===== src/rpi_defs.svh =====
// Register offsets, field positions and reset values of the per-port interrupt registers.
// Assumes an 8-bit register address space inside the device, reached through the I2C slave.
`ifndef RPI_DEFS_SVH
`define RPI_DEFS_SVH

// Register offsets
`define RPI_PORT_SELECT_ADDR      8'h4c
`define RPI_IRQ_ENABLE_HIGH_ADDR  8'hd8
`define RPI_IRQ_ENABLE_LOW_ADDR   8'hd9
`define RPI_IRQ_STATUS_HIGH_ADDR  8'hda
`define RPI_IRQ_STATUS_LOW_ADDR   8'hdb

// Reset value of all enable and status registers
`define RPI_IRQ_RESET             8'h00

// Writable and defined bit masks
`define RPI_HIGH_MASK             8'h07
`define RPI_LOW_MASK              8'h77

// High register field positions
`define RPI_BIT_ENCODING_ERROR    2
`define RPI_BIT_CTRL_SEQUENCE     1
`define RPI_BIT_CTRL_CRC          0

// Low register field positions
`define RPI_BIT_LINE_LENGTH       6
`define RPI_BIT_LINE_COUNT        5
`define RPI_BIT_BUFFER_OVERFLOW   4
`define RPI_BIT_LINK_PARITY       2
`define RPI_BIT_PORT_VALID        1
`define RPI_BIT_LOCK_CHANGE       0

`endif


===== src/rpi_pkg.sv =====
// Types shared by the per-port interrupt enable and status block.
// Assumes nothing of its surroundings.
package rpi_pkg;

	// Register access from the device's I2C slave
	typedef struct packed {
		logic       wr;
		logic       rd;
		logic [7:0] addr;
		logic [7:0] wdata;
	} rpi_reg_req_s;

	// Event strobes of one receive port, one cycle each
	typedef struct packed {
		logic encoding_error;
		logic ctrl_channel_sequence;
		logic ctrl_channel_crc;
		logic line_length_change;
		logic line_count_change;
		logic rx_buffer_overflow;
		logic link_parity;
		logic port_valid_change;
		logic lock_change;
	} rpi_events_s;

	// Which status register a read addressed
	typedef enum logic [1:0] {
		RPI_CLR_NONE,
		RPI_CLR_STATUS_ONE,
		RPI_CLR_STATUS_TWO
	} rpi_clear_e;

endpackage


===== src/rpi_port_irq.sv =====
// Per-receive-port interrupt enable and interrupt status registers.
// Assumes the I2C slave presents one-cycle read/write strobes with address and data,
// that the port-select register and the receive status registers live elsewhere,
// and that event inputs are one-cycle pulses synchronous to i_clk.
//
// What this block does
// - Port select steers accesses to per-port copies
// - High enable bit 2 gates encoding error
// - High enable bit 1 gates sequence error
// - High enable bit 0 gates CRC error
// - Low enable bit 6 gates line length
// - Low enable bit 5 gates line count
// - Low enable bit 4 gates buffer overflow
// - Low enable bit 2 gates parity error
// - Low enable bit 1 gates port-valid change
// - Low enable bit 0 gates lock change
// - Encoding flag set, cleared reading status two
// - Sequence flag set, cleared reading status one
// - CRC flag set, cleared reading status one
// - All enables and flags reset to zero
// - Low status mirrors low enable positions
`include "rpi_defs.svh"
`timescale 1ns/1ps
`default_nettype none

module rpi_port_irq #(
	parameter int NUM_PORTS = 4,
	parameter int SEL_W     = 2
) (
	// Clock and reset
	input  wire logic                        i_clk,
	input  wire logic                        i_rst,
	// Register access
	input  wire rpi_pkg::rpi_reg_req_s       i_req,
	input  wire logic [NUM_PORTS-1:0]        i_port_read_sel,
	input  wire logic [SEL_W-1:0]            i_port_write_sel,
	output logic      [7:0]                  o_rdata,
	output logic                             o_rhit,
	// Receive status addresses given by the status registers' owner; reads decoded here
	input  wire logic [7:0]                  i_status_one_addr,
	input  wire logic [7:0]                  i_status_two_addr,
	// Events, one entry per port
	input  wire rpi_pkg::rpi_events_s [NUM_PORTS-1:0] i_events,
	// Interrupt requests, one per port
	output logic      [NUM_PORTS-1:0]        o_port_irq
);

	// Refuse a port count that the select index cannot address
	if (NUM_PORTS < 1 || NUM_PORTS > (1 << SEL_W)) begin : g_bad_params
		$error("rpi_port_irq: NUM_PORTS does not fit SEL_W");
	end

	// Per-port storage
	logic [7:0] enable_high_ff [NUM_PORTS];
	logic [7:0] enable_low_ff  [NUM_PORTS];
	logic [7:0] status_high_ff [NUM_PORTS];
	logic [7:0] status_low_ff  [NUM_PORTS];
	logic [7:0] nxt_enable_high [NUM_PORTS];
	logic [7:0] nxt_enable_low  [NUM_PORTS];
	logic [7:0] nxt_status_high [NUM_PORTS];
	logic [7:0] nxt_status_low  [NUM_PORTS];
	logic [7:0] rdata_ff;
	logic       rhit_ff;

	// Pack one port's events into the two status layouts
	function automatic logic [7:0] high_events(input rpi_pkg::rpi_events_s ev);
		logic [7:0] v;
		v = 8'h00;
		v[`RPI_BIT_ENCODING_ERROR] = ev.encoding_error;
		v[`RPI_BIT_CTRL_SEQUENCE]  = ev.ctrl_channel_sequence;
		v[`RPI_BIT_CTRL_CRC]       = ev.ctrl_channel_crc;
		return v;
	endfunction

	function automatic logic [7:0] low_events(input rpi_pkg::rpi_events_s ev);
		logic [7:0] v;
		v = 8'h00;
		v[`RPI_BIT_LINE_LENGTH]     = ev.line_length_change;
		v[`RPI_BIT_LINE_COUNT]      = ev.line_count_change;
		v[`RPI_BIT_BUFFER_OVERFLOW] = ev.rx_buffer_overflow;
		v[`RPI_BIT_LINK_PARITY]     = ev.link_parity;
		v[`RPI_BIT_PORT_VALID]      = ev.port_valid_change;
		v[`RPI_BIT_LOCK_CHANGE]     = ev.lock_change;
		return v;
	endfunction

	// Decode of the access
	wire logic wr_enable_high = i_req.wr && (i_req.addr == `RPI_IRQ_ENABLE_HIGH_ADDR);
	wire logic wr_enable_low  = i_req.wr && (i_req.addr == `RPI_IRQ_ENABLE_LOW_ADDR);
	wire logic rd_status_one  = i_req.rd && (i_req.addr == i_status_one_addr);
	wire logic rd_status_two  = i_req.rd && (i_req.addr == i_status_two_addr);

	// Bits cleared by each status read
	wire logic [7:0] clr_high_one = (8'h01 << `RPI_BIT_CTRL_SEQUENCE) | (8'h01 << `RPI_BIT_CTRL_CRC);
	wire logic [7:0] clr_high_two = 8'h01 << `RPI_BIT_ENCODING_ERROR;
	wire logic [7:0] clr_low_one  = (8'h01 << `RPI_BIT_LINK_PARITY) | (8'h01 << `RPI_BIT_PORT_VALID)
		| (8'h01 << `RPI_BIT_LOCK_CHANGE);
	wire logic [7:0] clr_low_two  = (8'h01 << `RPI_BIT_LINE_LENGTH) | (8'h01 << `RPI_BIT_LINE_COUNT)
		| (8'h01 << `RPI_BIT_BUFFER_OVERFLOW);

	// Next-state per port; an event in the clearing cycle wins over the clear
	always_comb begin
		for (int p = 0; p < NUM_PORTS; p++) begin
			logic sel_rd;
			logic sel_wr;
			logic [7:0] ch;
			logic [7:0] cl;
			sel_rd = i_port_read_sel[p];
			sel_wr = (i_port_write_sel == p[SEL_W-1:0]);
			ch = 8'h00;
			cl = 8'h00;
			if (sel_rd && rd_status_one) begin
				ch = ch | clr_high_one;
				cl = cl | clr_low_one;
			end
			if (sel_rd && rd_status_two) begin
				ch = ch | clr_high_two;
				cl = cl | clr_low_two;
			end
			nxt_status_high[p] = ((status_high_ff[p] & ~ch) | high_events(i_events[p])) & `RPI_HIGH_MASK;
			nxt_status_low[p]  = ((status_low_ff[p] & ~cl) | low_events(i_events[p])) & `RPI_LOW_MASK;
			nxt_enable_high[p] = (sel_wr && wr_enable_high) ? (i_req.wdata & `RPI_HIGH_MASK) : enable_high_ff[p];
			nxt_enable_low[p]  = (sel_wr && wr_enable_low) ? (i_req.wdata & `RPI_LOW_MASK) : enable_low_ff[p];
		end
	end

	// Register update
	always_ff @(posedge i_clk) begin
		for (int p = 0; p < NUM_PORTS; p++) begin
			if (i_rst) begin
				enable_high_ff[p] <= `RPI_IRQ_RESET;
				enable_low_ff[p]  <= `RPI_IRQ_RESET;
				status_high_ff[p] <= `RPI_IRQ_RESET;
				status_low_ff[p]  <= `RPI_IRQ_RESET;
			end else begin
				enable_high_ff[p] <= nxt_enable_high[p];
				enable_low_ff[p]  <= nxt_enable_low[p];
				status_high_ff[p] <= nxt_status_high[p];
				status_low_ff[p]  <= nxt_status_low[p];
			end
		end
	end

	// Read mux: lowest selected port answers when several are read-selected
	logic [SEL_W-1:0] rd_port;
	always_comb begin
		rd_port = i_port_write_sel;
		for (int p = NUM_PORTS - 1; p >= 0; p--) begin
			if (i_port_read_sel[p])
				rd_port = p[SEL_W-1:0];
		end
	end

	logic [7:0] nxt_rdata;
	logic       nxt_rhit;
	always_comb begin
		nxt_rhit  = i_req.rd;
		nxt_rdata = 8'h00;
		unique case (i_req.addr)
			`RPI_IRQ_ENABLE_HIGH_ADDR: nxt_rdata = enable_high_ff[rd_port];
			`RPI_IRQ_ENABLE_LOW_ADDR:  nxt_rdata = enable_low_ff[rd_port];
			`RPI_IRQ_STATUS_HIGH_ADDR: nxt_rdata = status_high_ff[rd_port];
			`RPI_IRQ_STATUS_LOW_ADDR:  nxt_rdata = status_low_ff[rd_port];
			default:                   nxt_rhit  = 1'b0;
		endcase
	end

	// Read data registered; it stands until the next read
	always_ff @(posedge i_clk) begin
		if (i_rst) begin
			rdata_ff <= 8'h00;
			rhit_ff  <= 1'b0;
		end else begin
			rhit_ff <= nxt_rhit;
			if (i_req.rd)
				rdata_ff <= nxt_rdata;
		end
	end

	assign o_rdata = rdata_ff;
	assign o_rhit  = rhit_ff;

	// Request level per port
	always_comb begin
		for (int p = 0; p < NUM_PORTS; p++)
			o_port_irq[p] = |(status_high_ff[p] & enable_high_ff[p]) | |(status_low_ff[p] & enable_low_ff[p]);
	end

endmodule // rpi_port_irq

`default_nettype wire


===== config.mk =====
export PLATFORM = sky130hd
export DESIGN_NAME = rpi_port_irq
export DESIGN_NICKNAME = d
export VERILOG_FILES = /design/src/rpi_pkg.sv /design/src/rpi_port_irq.sv
export VERILOG_INCLUDE_DIRS = /design/src /design/src/src
export SDC_FILE = /design/constraint.sdc
export NUM_CORES = 1
export LEC_CHECK = 0
export BUFFER_PORTS_ARGS = -buffer_cell sky130_fd_sc_hd__buf_2
export CORE_MARGIN = 2
export CORE_UTILIZATION = 48
export CTS_BUF_LIST = sky130_fd_sc_hd__clkbuf_16
export CTS_CLUSTER_DIAMETER = 200
export CTS_CLUSTER_SIZE = 28
export DETAILED_ROUTE_END_ITERATION = 12
export PLACE_DENSITY = 0.87
export SETUP_SLACK_MARGIN = 0.05
export SLEW_MARGIN = 15
export SYNTH_ARGS = -nofsm -noshare
export SYNTH_HDL_FRONTEND = slang
export SYNTH_SLANG_ARGS = --single-unit

===== constraint.sdc =====
create_clock -name i_clk -period 1.7 [get_ports i_clk]
set_clock_uncertainty 0.15 [all_clocks]
set_input_delay 0.085 -clock i_clk [delete_from_list [all_inputs] [get_ports i_clk]]
set_output_delay 0.085 -clock i_clk [all_outputs]
set_load 0.1 [all_outputs]

==> results of run 1 <==
==> where the power goes <==
group	leakage (uW)	switching (uW)	internal [uW]
clock network	0.000157	778	1290
registers	0.000654	66.2	1920
logic	0.00156	279	298
==> final timing paths <==
| path | to | depth (start not counted) | slack [ns] |
|---|---|---|---|
| worst max register to register | o_rdata[2]$_SDFFE_PP0P_ | 4 | 0.14 |
| worst min-delay path | o_rhit$_SDFF_PP0_ | 5 | 0.07 |
| worst min register to register | o_rdata[4]$_SDFFE_PP0P_ | 2 | 0.28 |
| worst max-delay path | o_port_irq[3] | 3 | -0.15 |
==> per-layer routing <==
metal | up-vias | wire [um] | track usage
met5 | - | 0 | 0
met4 | 0 | 378 | 0.1336
met3 | 28 | 1268 | 0.06428
met2 | 263 | 5943 | 0.4878
met1 | 1820 | 4897 | 0.3894
li1 | 1800 | - | -
==> through the flow <==
| step | setup WS, ns | instance area (um2) | utilization |
|---|---|---|---|
| 2_1_floorplan | -0.007164 | 3820 | - |
| 3_3_place_gp | -0.1883 | 4549 | 0.5918 |
| 3_5_place_dp | -0.2055 | 4549 | 0.5918 |
| 4_1_cts | -0.1118 | 5473 | 0.7119 |
| 5_1_grt | -0.1508 | 5483 | 0.7132 |
| 6_report | -0.1481 | 5483 | 0.7132 |
==> cell type report <==
class	instances	area, um2
fill	551	2205
sequential	79	1600
multi-input combinational	298	2098
inverter	2	7.507
timing repair buffer	181	1326
clock inverter	7	97.59
clock buffer	9	225.2
tap	102	127.6
==> sequential cells by signal, indices dropped and copies added (netlist names) <==
signal,count
status_low_ff,24
o_rdata,6
status_high_ff,12
enable_low_ff,24
enable_high_ff,12
o_rhit,1
==> what timing repair did <==
action,4_1_cts,5_1_grt
hold endpoints to repair,62,0
hold buffers,44,0
resized for setup,31,5
pin swaps,9,5
endpoints found under the setup margin,4,7
buffers inserted,8,0
cloned,0,0
==> placed cells by master (no fill, tap or decap), types with 5 or more instances in the layout <==
cell type       n
buf_2          82
nor2_1         69
dfxtp_1        64
buf_4          50
a21oi_1        48
dlygate4sd3_1  44
mux2i_1        39
nand2_1        22
dfxtp_2        15
xor2_1         14
nand4_1        12
o21ai_0        12
mux4_2         10
clkbuf_16       9
a22oi_1         7
nor3_1          6
nand3_1         6
buf_12          5
==> cells by family after synthesis <==
group,count (synthesis)
compound gates,88
flops,79
xor+xnor,16
buf+inv,26
mux,51
simple gates,141
other cells,1
==> tightest hold or removal path: stages <==
cell and delay (ns):
buf_2 0.09, nor2b_1 0.06, buf_4 0.14, nand2_1 0.07, nor2_1 0.05
==> impl_results.md, run 1 <==
* Status: finished, violations left
* Failing checks: negative setup slack
* Leakage power at 0.002366 uW
* Fin crit period at 1.848 ns
* XOR/XNOR share of the synthesized area at 0.03710
* Largest area contributor in the netlist: dfxtp_1
* Core area at 0.007687 mm2
* Initial antenna violation count at 0
* Fin worst setup slack at -0.1481 ns
* FF-to-FF Start: enable_low_ff[2][2]$_SDFFE_PP0P_
* Slew headroom at 0.5200
* WP data arrival at 1.61 ns
* Synth Area in Compound Gates at 0.1418
* Ys async rst share at 0
* Crit path launch: enable_low_ff[3][2]$_SDFFE_PP0P_
* First-pass GRT wire length at 19.77 mm
* Die height at 92.71 um
* Yosys reg bits at 79
* Peak VDD IR at 682.7 uV
* RSZ-0062 raised after global routing: true
* Worst Tran Pin Value at 0.7200 ns
* CP startpoint kind: register
* Bufs and invs on worst path at 1
* Drt wl/cell at 18.42 um
* CP max stage cell: a222oi_1
* Main combinational cell family by area after synthesis: simple AND/OR/NAND/NOR gates
* # placed instances at 610
* Synth top area cells: dfxtp_1 (42%), mux2i_1 (10%), nor2_1 (6.9%), a21oi_1 (6.4%), mux4_2 (5.4%)
* Total CTS buffers at 9
* Drc violations at 0
* Ports at 91
* Critical-path cell list: a222oi_1, nand3_2, buf_12
* Clock Tree Root: clkbuf_16
* Post-synth top cells: dfxtp_1 (79), nor2_1 (69), a21oi_1 (48), mux2i_1 (39), nand2_1 (22)
* Most frequent cell after synthesis: dfxtp_1
* Final slew viol count at 0
* Largest net degree at the start of global routing at 73
* NumNets Final at 649
* Clock sink count at 79
* CTS tree: done
* Routed Antenna Nets at 0
* Setup TNS Final at -0.1945 ns
* DR vias/cell at 5.768
* Clock slew at reported path FFs at 0.06 ns
* Critical Path Sink Type: output pin
* Routed wire length at 12.49 mm
* CP max FO at 2
* Register area share after synthesis at 0.4187
* Final Instance Count excl. Fillers at 678
* Worst-Skew Late Latency at 0.33 ns
* Max-cap check violation count at 0
* Gpl congestion at 0.9593
* Top FF cell, synth: dfxtp_1
* Final hold viol count at 0
* H-tree Lvls at 3
* Synth warn at 0
* DP Wirelength at 8.853 mm
* Post-Synthesis Cells at 402
* Final Cycle Share at 1.087
* Post-synth top area share at 0.4187
* Max Freq at 0.5411 GHz
* Worst hold slack at 0.06870 ns
* N_diodes at 0
* Post-synth EDFFs at 0
* Critical path type: register to output pin
* Total track usage at 0.3015
* Critical Path Max Stage Delay at 0.54 ns
* Die Width at 92.71 um
* Initial Utilization at 0.4914
* Critical Path RT at 1.46 ns
* Area growth, synth to finish at 45.15%
* Hold Path Origin: i_req[10]
* Hold crit path type: input pin to register
* Post-Synth Simple-Gate Area at 0.1812
* PD cells at 844.1 mW/mm2
* Via count at 3,911
* Adder-Cell Fraction of Synth Area at 0
* Share of layout cells above drive strength 1 at 0.3333
* Post-Syn Area at 0.003777 mm2
* Total Power at 4628 uW
* Longest Clk Path Bufs at 2
* Row Count at 32
* Number of global-route vias before repair at 3,769
* Mux contribution to synthesized area at 0.1779
* Final setup fails at 3
* Syn_area_per_cell at 9.396 um2
* GR Overflow Total at 0
* Drt first-iter violations at 287
* First-pass detailed-route iteration total at 6
* Die area at 0.008595 mm2
* Yosys cell types at 44
* Top delay family on crit path: compound AO/OA/AOI/OAI gates
* Port Buffers at 86
(Power assumes the default switching activity.)
==> run 2: changes to the inputs <==
==> constraint.sdc (replaced) <==
create_clock -name i_clk -period 1.7 [get_ports i_clk]
set_clock_uncertainty 0.15 [all_clocks]
set_input_delay 0.085 -clock i_clk [delete_from_list [all_inputs] [get_ports i_clk]]
set_output_delay 0.085 -clock i_clk [all_outputs]
set_load 0.005 [all_outputs]
==> run 2 against run 1 <==
Effect of this change: the run still ends with negative setup slack left; routed wire length is 0.35% lower; largest power group is now sequential cells; combinational power is 5.4% lower; cell area is 3.2% lower; global-route usage is 0.12 points lower; clock power is 17% lower; sequential cell count stayed put; fmax is 4.8% higher; worst hold slack better by 0.026 ns; highest routed layer unchanged.
==> impl_results.md, run 2 (same netlist as run 1, synthesis figures left out) <==
* DP Wirelength at 8.724 mm (was 8.853 mm)
* Slew headroom at 0.5014 (was 0.5200)
* GR Overflow Total at 0 (unchanged)
* # placed instances at 609 (was 610)
* Hold crit path type: input pin to register (unchanged)
* First-pass detailed-route iteration total at 5 (was 6)
* Core area at 0.007687 mm2 (unchanged)
* Drc violations at 0 (unchanged)
* Fin crit period at 1.764 ns (was 1.848 ns)
* Initial antenna violation count at 0 (unchanged)
* Routed Antenna Nets at 0 (unchanged)
* Final Cycle Share at 1.037 (was 1.087)
* Critical path type: register to output pin (unchanged)
* Critical Path Sink Type: output pin (unchanged)
* Worst-Skew Late Latency at 0.33 ns (about the same)
* Peak VDD IR at 673.0 uV (was 682.7 uV)
* Post-Place Worst Slack at -0.1825 ns (was -0.2055 ns)
* First-pass GRT wire length at 19.64 mm (was 19.77 mm)
* Clock Tree Root: clkbuf_16 (unchanged)
* Drt first-iter violations at 357 (was 287)
* FF-to-FF Start: enable_low_ff[0][2]$_SDFFE_PP0P_ (was enable_low_ff[2][2]$_SDFFE_PP0P_)
* Drt wl/cell at 18.46 um (was 18.42 um)
* Gpl congestion at 0.9743 (was 0.9593)
* Die area at 0.008595 mm2 (unchanged)
* RSZ-0062 raised after global routing: true (unchanged)
* Area growth, synth to finish at 40.44% (was 45.15%)
* Worst Tran Pin Value at 0.7479 ns (was 0.7200 ns)
* Setup TNS Final at -0.08544 ns (was -0.1945 ns)
* CTS tree: done (unchanged)
* Status: finished, violations left (unchanged)
* Hold Path Origin: i_req[10] (unchanged)
* Number of global-route vias before repair at 3,905 (was 3,769)
* Fin worst setup slack at -0.06374 ns (was -0.1481 ns)
* Clock slew at reported path FFs at 0.06 ns (about the same)
* Die Width at 92.71 um (unchanged)
* Die height at 92.71 um (unchanged)
* Most frequent cells in the layout: buf_2 (86), dfxtp_1 (71), nor2_1 (69) (was buf_2 (82), nor2_1 (69), dfxtp_1 (64))
* Initial Utilization at 0.4914 (unchanged)
* Failing checks: negative setup slack (unchanged)
* DR vias/cell at 5.832 (was 5.768)
* CP max FO at 2 (unchanged)
* CP startpoint kind: register (unchanged)
* Final hold viol count at 0 (unchanged)
* NumNets Final at 646 (was 649)
* Max Freq at 0.5670 GHz (was 0.5411 GHz)
* Biggest regs: enable_low_ff: 24 flops, status_low_ff: 24 flops (unchanged)
* WP data arrival at 1.53 ns (was 1.61 ns)
* Final slew viol count at 0 (unchanged)
* Largest net degree at the start of global routing at 73 (unchanged)
* PD cells at 801.3 mW/mm2 (was 844.1 mW/mm2)
* Port Buffers at 86 (unchanged)
* Critical Path RT at 1.46 ns (about the same)
* Max-cap check violation count at 0 (unchanged)
* Clock sink count at 79 (unchanged)
* Total CTS buffers at 9 (unchanged)
* Final Instance Count excl. Fillers at 674 (was 678)
* Final setup fails at 2 (was 3)
* N_diodes at 0 (unchanged)
* Ports at 91 (unchanged)
* Via count at 3,931 (was 3,911)
* Crit path launch: enable_low_ff[0][2]$_SDFFE_PP0P_ (was enable_low_ff[3][2]$_SDFFE_PP0P_)
* Row Count at 32 (unchanged)
* Routed wire length at 12.44 mm (was 12.49 mm)
* H-tree Lvls at 3 (unchanged)
* Total track usage at 0.3003 (was 0.3015)
* Most common cell after layout, fill and taps aside: buf_2 (unchanged)
* Leakage power at 0.002279 uW (was 0.002366 uW)
* Share of layout cells above drive strength 1 at 0.3077 (was 0.3333)
* Longest Clk Path Bufs at 2 (unchanged)
## run 2: cell types whose count changed in the layout (fill, tap and decap cells not counted), sizes merged
cell,before,now
bufinv,2,0
clkinv,2,4
inv,4,3
buf,137,134
## run 2: timing repair
item	4_1_cts	5_1_grt
endpoints found under the hold margin	62	0
setup endpoints to repair	4	6
pin swaps	6	5
buffers inserted	5	1
cloned	0	0
hold buffers	44	0
resized for setup	8	6
## run 2: worst max-delay path, cell delays in order (launching register included)
cell and delay, ns:
dfxtp_2 0.32, a222oi_1 0.50, nand3_1 0.21, buf_2 0.17
## run 2: final timing paths
check                                          endpoint  slack, ns  depth (start not counted)
worst max register to register  o_rdata[2]$_SDFFE_PP0P_       0.12                          5
worst min register to register  o_rdata[4]$_SDFFE_PP0P_       0.29                          2
worst min-delay path                  o_rhit$_SDFF_PP0_       0.09                          5
worst max-delay path                      o_port_irq[0]      -0.06                          3
## run 2: where the power goes
| part | leakage, uW | switching (uW) | internal [uW] |
|---|---|---|---|
| clock network | 0.000127 | 744 | 974 |
| registers | 0.000651 | 70.2 | 1920 |
| logic | 0.00150 | 255 | 291 |
## run 2: area by class of cell
type                            count  area, um2
Inverter                            2      7.507
Timing Repair Buffer              178       1244
Clock buffer                        9      225.2
Fill cell                         599       2382
Multi-Input combinational cell    298       2072
Sequential cell                    79       1592
Clock inverter                      6      37.54
Tap cell                          102      127.6
## run 2: layer usage
layer  routed length, um  track usage  share of wire  vias to the layer above
li1                    -            -              -                     1794
met1                4876       0.3701           0.39                     1850
met2                5873       0.5006           0.47                      250
met3                1239      0.07730           0.10                       37
met4                 454       0.1250          0.036                        0
met5                   0            0              0                        -
## run 2: metrics by stage
step | hold slack, ns | power [uW] | util | area (um2)
3_5_place_dp | 0.1447 | 2466 | 0.5887 | 4526
4_1_cts | 0.08964 | 4247 | 0.6877 | 5286
2_1_floorplan | 0.05243 | 2249 | - | 3804
5_1_grt | 0.1149 | 4391 | 0.6901 | 5305
6_report | 0.09492 | 4251 | 0.6901 | 5305
3_3_place_gp | 0.1372 | 2444 | 0.5887 | 4526
==> run 3: changes to the inputs <==
==> constraint.sdc (replaced) <==
create_clock -name i_clk -period 1.7 [get_ports i_clk]
set_clock_uncertainty 0.15 [all_clocks]
set_input_delay 0.17 -clock i_clk [delete_from_list [all_inputs] [get_ports i_clk]]
set_output_delay 0.17 -clock i_clk [all_outputs]
set_load 0.005 [all_outputs]
==> run 3 against run 2 <==
Effect of this change: the run still ends with negative setup slack left; cell count fell by 0.45%; fmax is 0.94% lower; non-clock buffer count shrank 3; routed wire length rose by 0.92%; critical endpoint is now o_port_irq[3].
==> impl_results.md, run 3 (same netlist as run 1, synthesis figures left out) <==
* Initial antenna violation count at 0 (unchanged)
* Crit path launch: enable_low_ff[3][2]$_SDFFE_PP0P_ (was enable_low_ff[0][2]$_SDFFE_PP0P_)
* Drt wl/cell at 18.72 um (was 18.46 um)
* Core area at 0.007687 mm2 (unchanged)
* Gpl congestion at 0.9847 (was 0.9743)
* Final Cycle Share at 1.047 (was 1.037)
* Hold Path Origin: i_req[16] (was i_req[10])
* Total CTS buffers at 9 (unchanged)
* RSZ-0062 raised after global routing: true (unchanged)
* Reg2Reg Capture Point: o_rdata[1]$_SDFFE_PP0P_ (was o_rdata[2]$_SDFFE_PP0P_)
* Final hold viol count at 0 (unchanged)
* Slew headroom at 0.6394 (was 0.5014)
* CP max stage cell: a222oi_1 (unchanged)
* CP max FO at 2 (unchanged)
* Ports at 91 (unchanged)
* Critical Path RT at 1.38 ns (was 1.46 ns)
* Number of global-route vias before repair at 3,866 (was 3,905)
* DP Wirelength at 8.944 mm (was 8.724 mm)
* Row Count at 32 (unchanged)
* Worst-Skew Late Latency at 0.33 ns (about the same)
* Clock sink count at 79 (unchanged)
* Critical Path Max Stage Delay at 0.48 ns (was 0.50 ns)
* Routed Antenna Nets at 0 (unchanged)
* WHS Path Cells at 3 (was 5)
* Max Freq at 0.5616 GHz (was 0.5670 GHz)
* CP startpoint kind: register (unchanged)
* Largest net degree at the start of global routing at 53 (was 73)
* Most frequent cells in the layout: buf_2 (86), nor2_1 (69), dfxtp_1 (69) (was buf_2 (86), dfxtp_1 (71), nor2_1 (69))
* Critical Path Sink Type: output pin (unchanged)
* DR vias/cell at 5.699 (was 5.832)
* Drc violations at 0 (unchanged)
* Worst Tran Pin Value at 0.5409 ns (was 0.7479 ns)
* Reg2reg path depth at 4 (was 5)
* Bufs and invs on worst path at 1 (unchanged)
* Routed wire length at 12.56 mm (was 12.44 mm)
* Max-cap check violation count at 0 (unchanged)
* Fin crit period at 1.781 ns (was 1.764 ns)
* Final Util at 0.6940 (was 0.6901)
* Final setup fails at 4 (was 2)
* Clock slew at reported path FFs at 0.06 ns (about the same)
* First-pass GRT wire length at 19.64 mm (about the same)
* Drt first-iter violations at 301 (was 357)
* Die Width at 92.71 um (unchanged)
* Area growth, synth to finish at 41.24% (was 40.44%)
* NumNets Final at 643 (was 646)
* Peak VDD IR at 590.8 uV (was 673.0 uV)
* Port Buffers at 86 (unchanged)
* First-pass detailed-route iteration total at 5 (unchanged)
* Final slew viol count at 0 (unchanged)
* PD cells at 826.7 mW/mm2 (was 801.3 mW/mm2)
* Leakage power at 0.002291 uW (was 0.002279 uW)
* Top delay family on crit path: compound AO/OA/AOI/OAI gates (unchanged)
* Biggest regs: enable_low_ff: 24 flops, status_low_ff: 24 flops (unchanged)
* N_diodes at 0 (unchanged)
* Endpoint of the worst hold path: o_rhit$_SDFF_PP0_ (unchanged)
* CTS tree: done (unchanged)
* Critical path type: register to output pin (unchanged)
* Most common cell after layout, fill and taps aside: buf_2 (unchanged)
* FF-to-FF Start: status_low_ff[2][1]$_SDFF_PP0_ (was enable_low_ff[0][2]$_SDFFE_PP0P_)
* Initial Utilization at 0.4914 (unchanged)
* Via count at 3,824 (was 3,931)
* Post-DP Area at 0.004554 mm2 (was 0.004526 mm2)
* WP data arrival at 1.46 ns (was 1.53 ns)
* Status: finished, violations left (unchanged)
* Longest Clk Path Bufs at 2 (unchanged)
* GR Overflow Total at 0 (unchanged)
* Die height at 92.71 um (unchanged)
* Fin worst setup slack at -0.08051 ns (was -0.06374 ns)
* Share of layout cells above drive strength 1 at 0.3181 (was 0.3077)
* Cell area after layout at 0.005335 mm2 (was 0.005305 mm2)
* H-tree Lvls at 3 (unchanged)
* Failing checks: negative setup slack (unchanged)
* Total track usage at 0.3013 (was 0.3003)
* Critical-path cell list: a222oi_1, nand3_1, buf_2 (unchanged)
* Die area at 0.008595 mm2 (unchanged)
* FF-to-FF setup slack at 0.16 ns (was 0.12 ns)
* Hold crit path type: input pin to register (unchanged)
* Clock Tree Root: clkbuf_16 (unchanged)
## run 3: area by class of cell
class,instances,area [um2]
fill,605,2352
multi-input combinational,298,2097
sequential,79,1594
timing repair buffer,175,1221
clock buffer,9,225.2
tap,102,127.6
clock inverter,6,62.56
inverter,2,7.507
## run 3: worst max-delay path by stage
stage / to / slack [ns] / cells after the start
after floorplan: o_rdata[2]$_SDFFE_PP0P_ / -0.09 / 7
after global placement: o_rdata[2]$_SDFFE_PP0P_ / -0.24 / 6
after detailed placement: o_rdata[1]$_SDFFE_PP0P_ / -0.28 / 6
after CTS: o_port_irq[3] / -0.1 / 3
after global routing: o_port_irq[0] / -0.13 / 3
final: o_port_irq[3] / -0.08 / 3
## run 3: through the flow
stage / worst slack [ns] / setup TNS [ns] / total power [uW] / instances / hold WS [ns]
2_1_floorplan: -0.08769 / -0.3521 / 2254 / 403 / 0.1374
3_3_place_gp: -0.2440 / -4.421 / 2454 / 609 / 0.2213
3_5_place_dp: -0.2781 / -6.984 / 2474 / 609 / 0.2303
4_1_cts: -0.09891 / -0.2200 / 4404 / 670 / 0.005530
5_1_grt: -0.1259 / -0.4038 / 4548 / 671 / 0.04695
6_report: -0.08051 / -0.2487 / 4410 / 671 / 0.009591
## run 3: layer usage
| metal | global-route usage | vias to the layer above | wire, um |
|---|---|---|---|
| li1 | - | 1789 | - |
| met1 | 0.3825 | 1786 | 5061 |
| met2 | 0.4964 | 215 | 5877 |
| met3 | 0.05940 | 34 | 1204 |
| met4 | 0.1373 | 0 | 414 |
| met5 | 0 | - | 0 |
## run 3: where the power goes
part	total [uW]	internal, uW	switching (uW)
Combinational	553	292	260
Sequential	1980	1920	68.4
Clock	1870	1120	751
## run 3: what timing repair did
action	4_1_cts	5_1_grt
hold buffers	39	0
endpoints found under the hold margin	42	0
pin swaps	8	5
endpoints found under the setup margin	4	10
resized for setup	11	5
buffers inserted	7	1
cloned	0	0
## run 3: tightest hold or removal path: cells and delay by family
kind / cells / cell delay (ns)
AND/OR/NAND/NOR: 2 / 0.14
buffers and inverters: 1 / 0.13
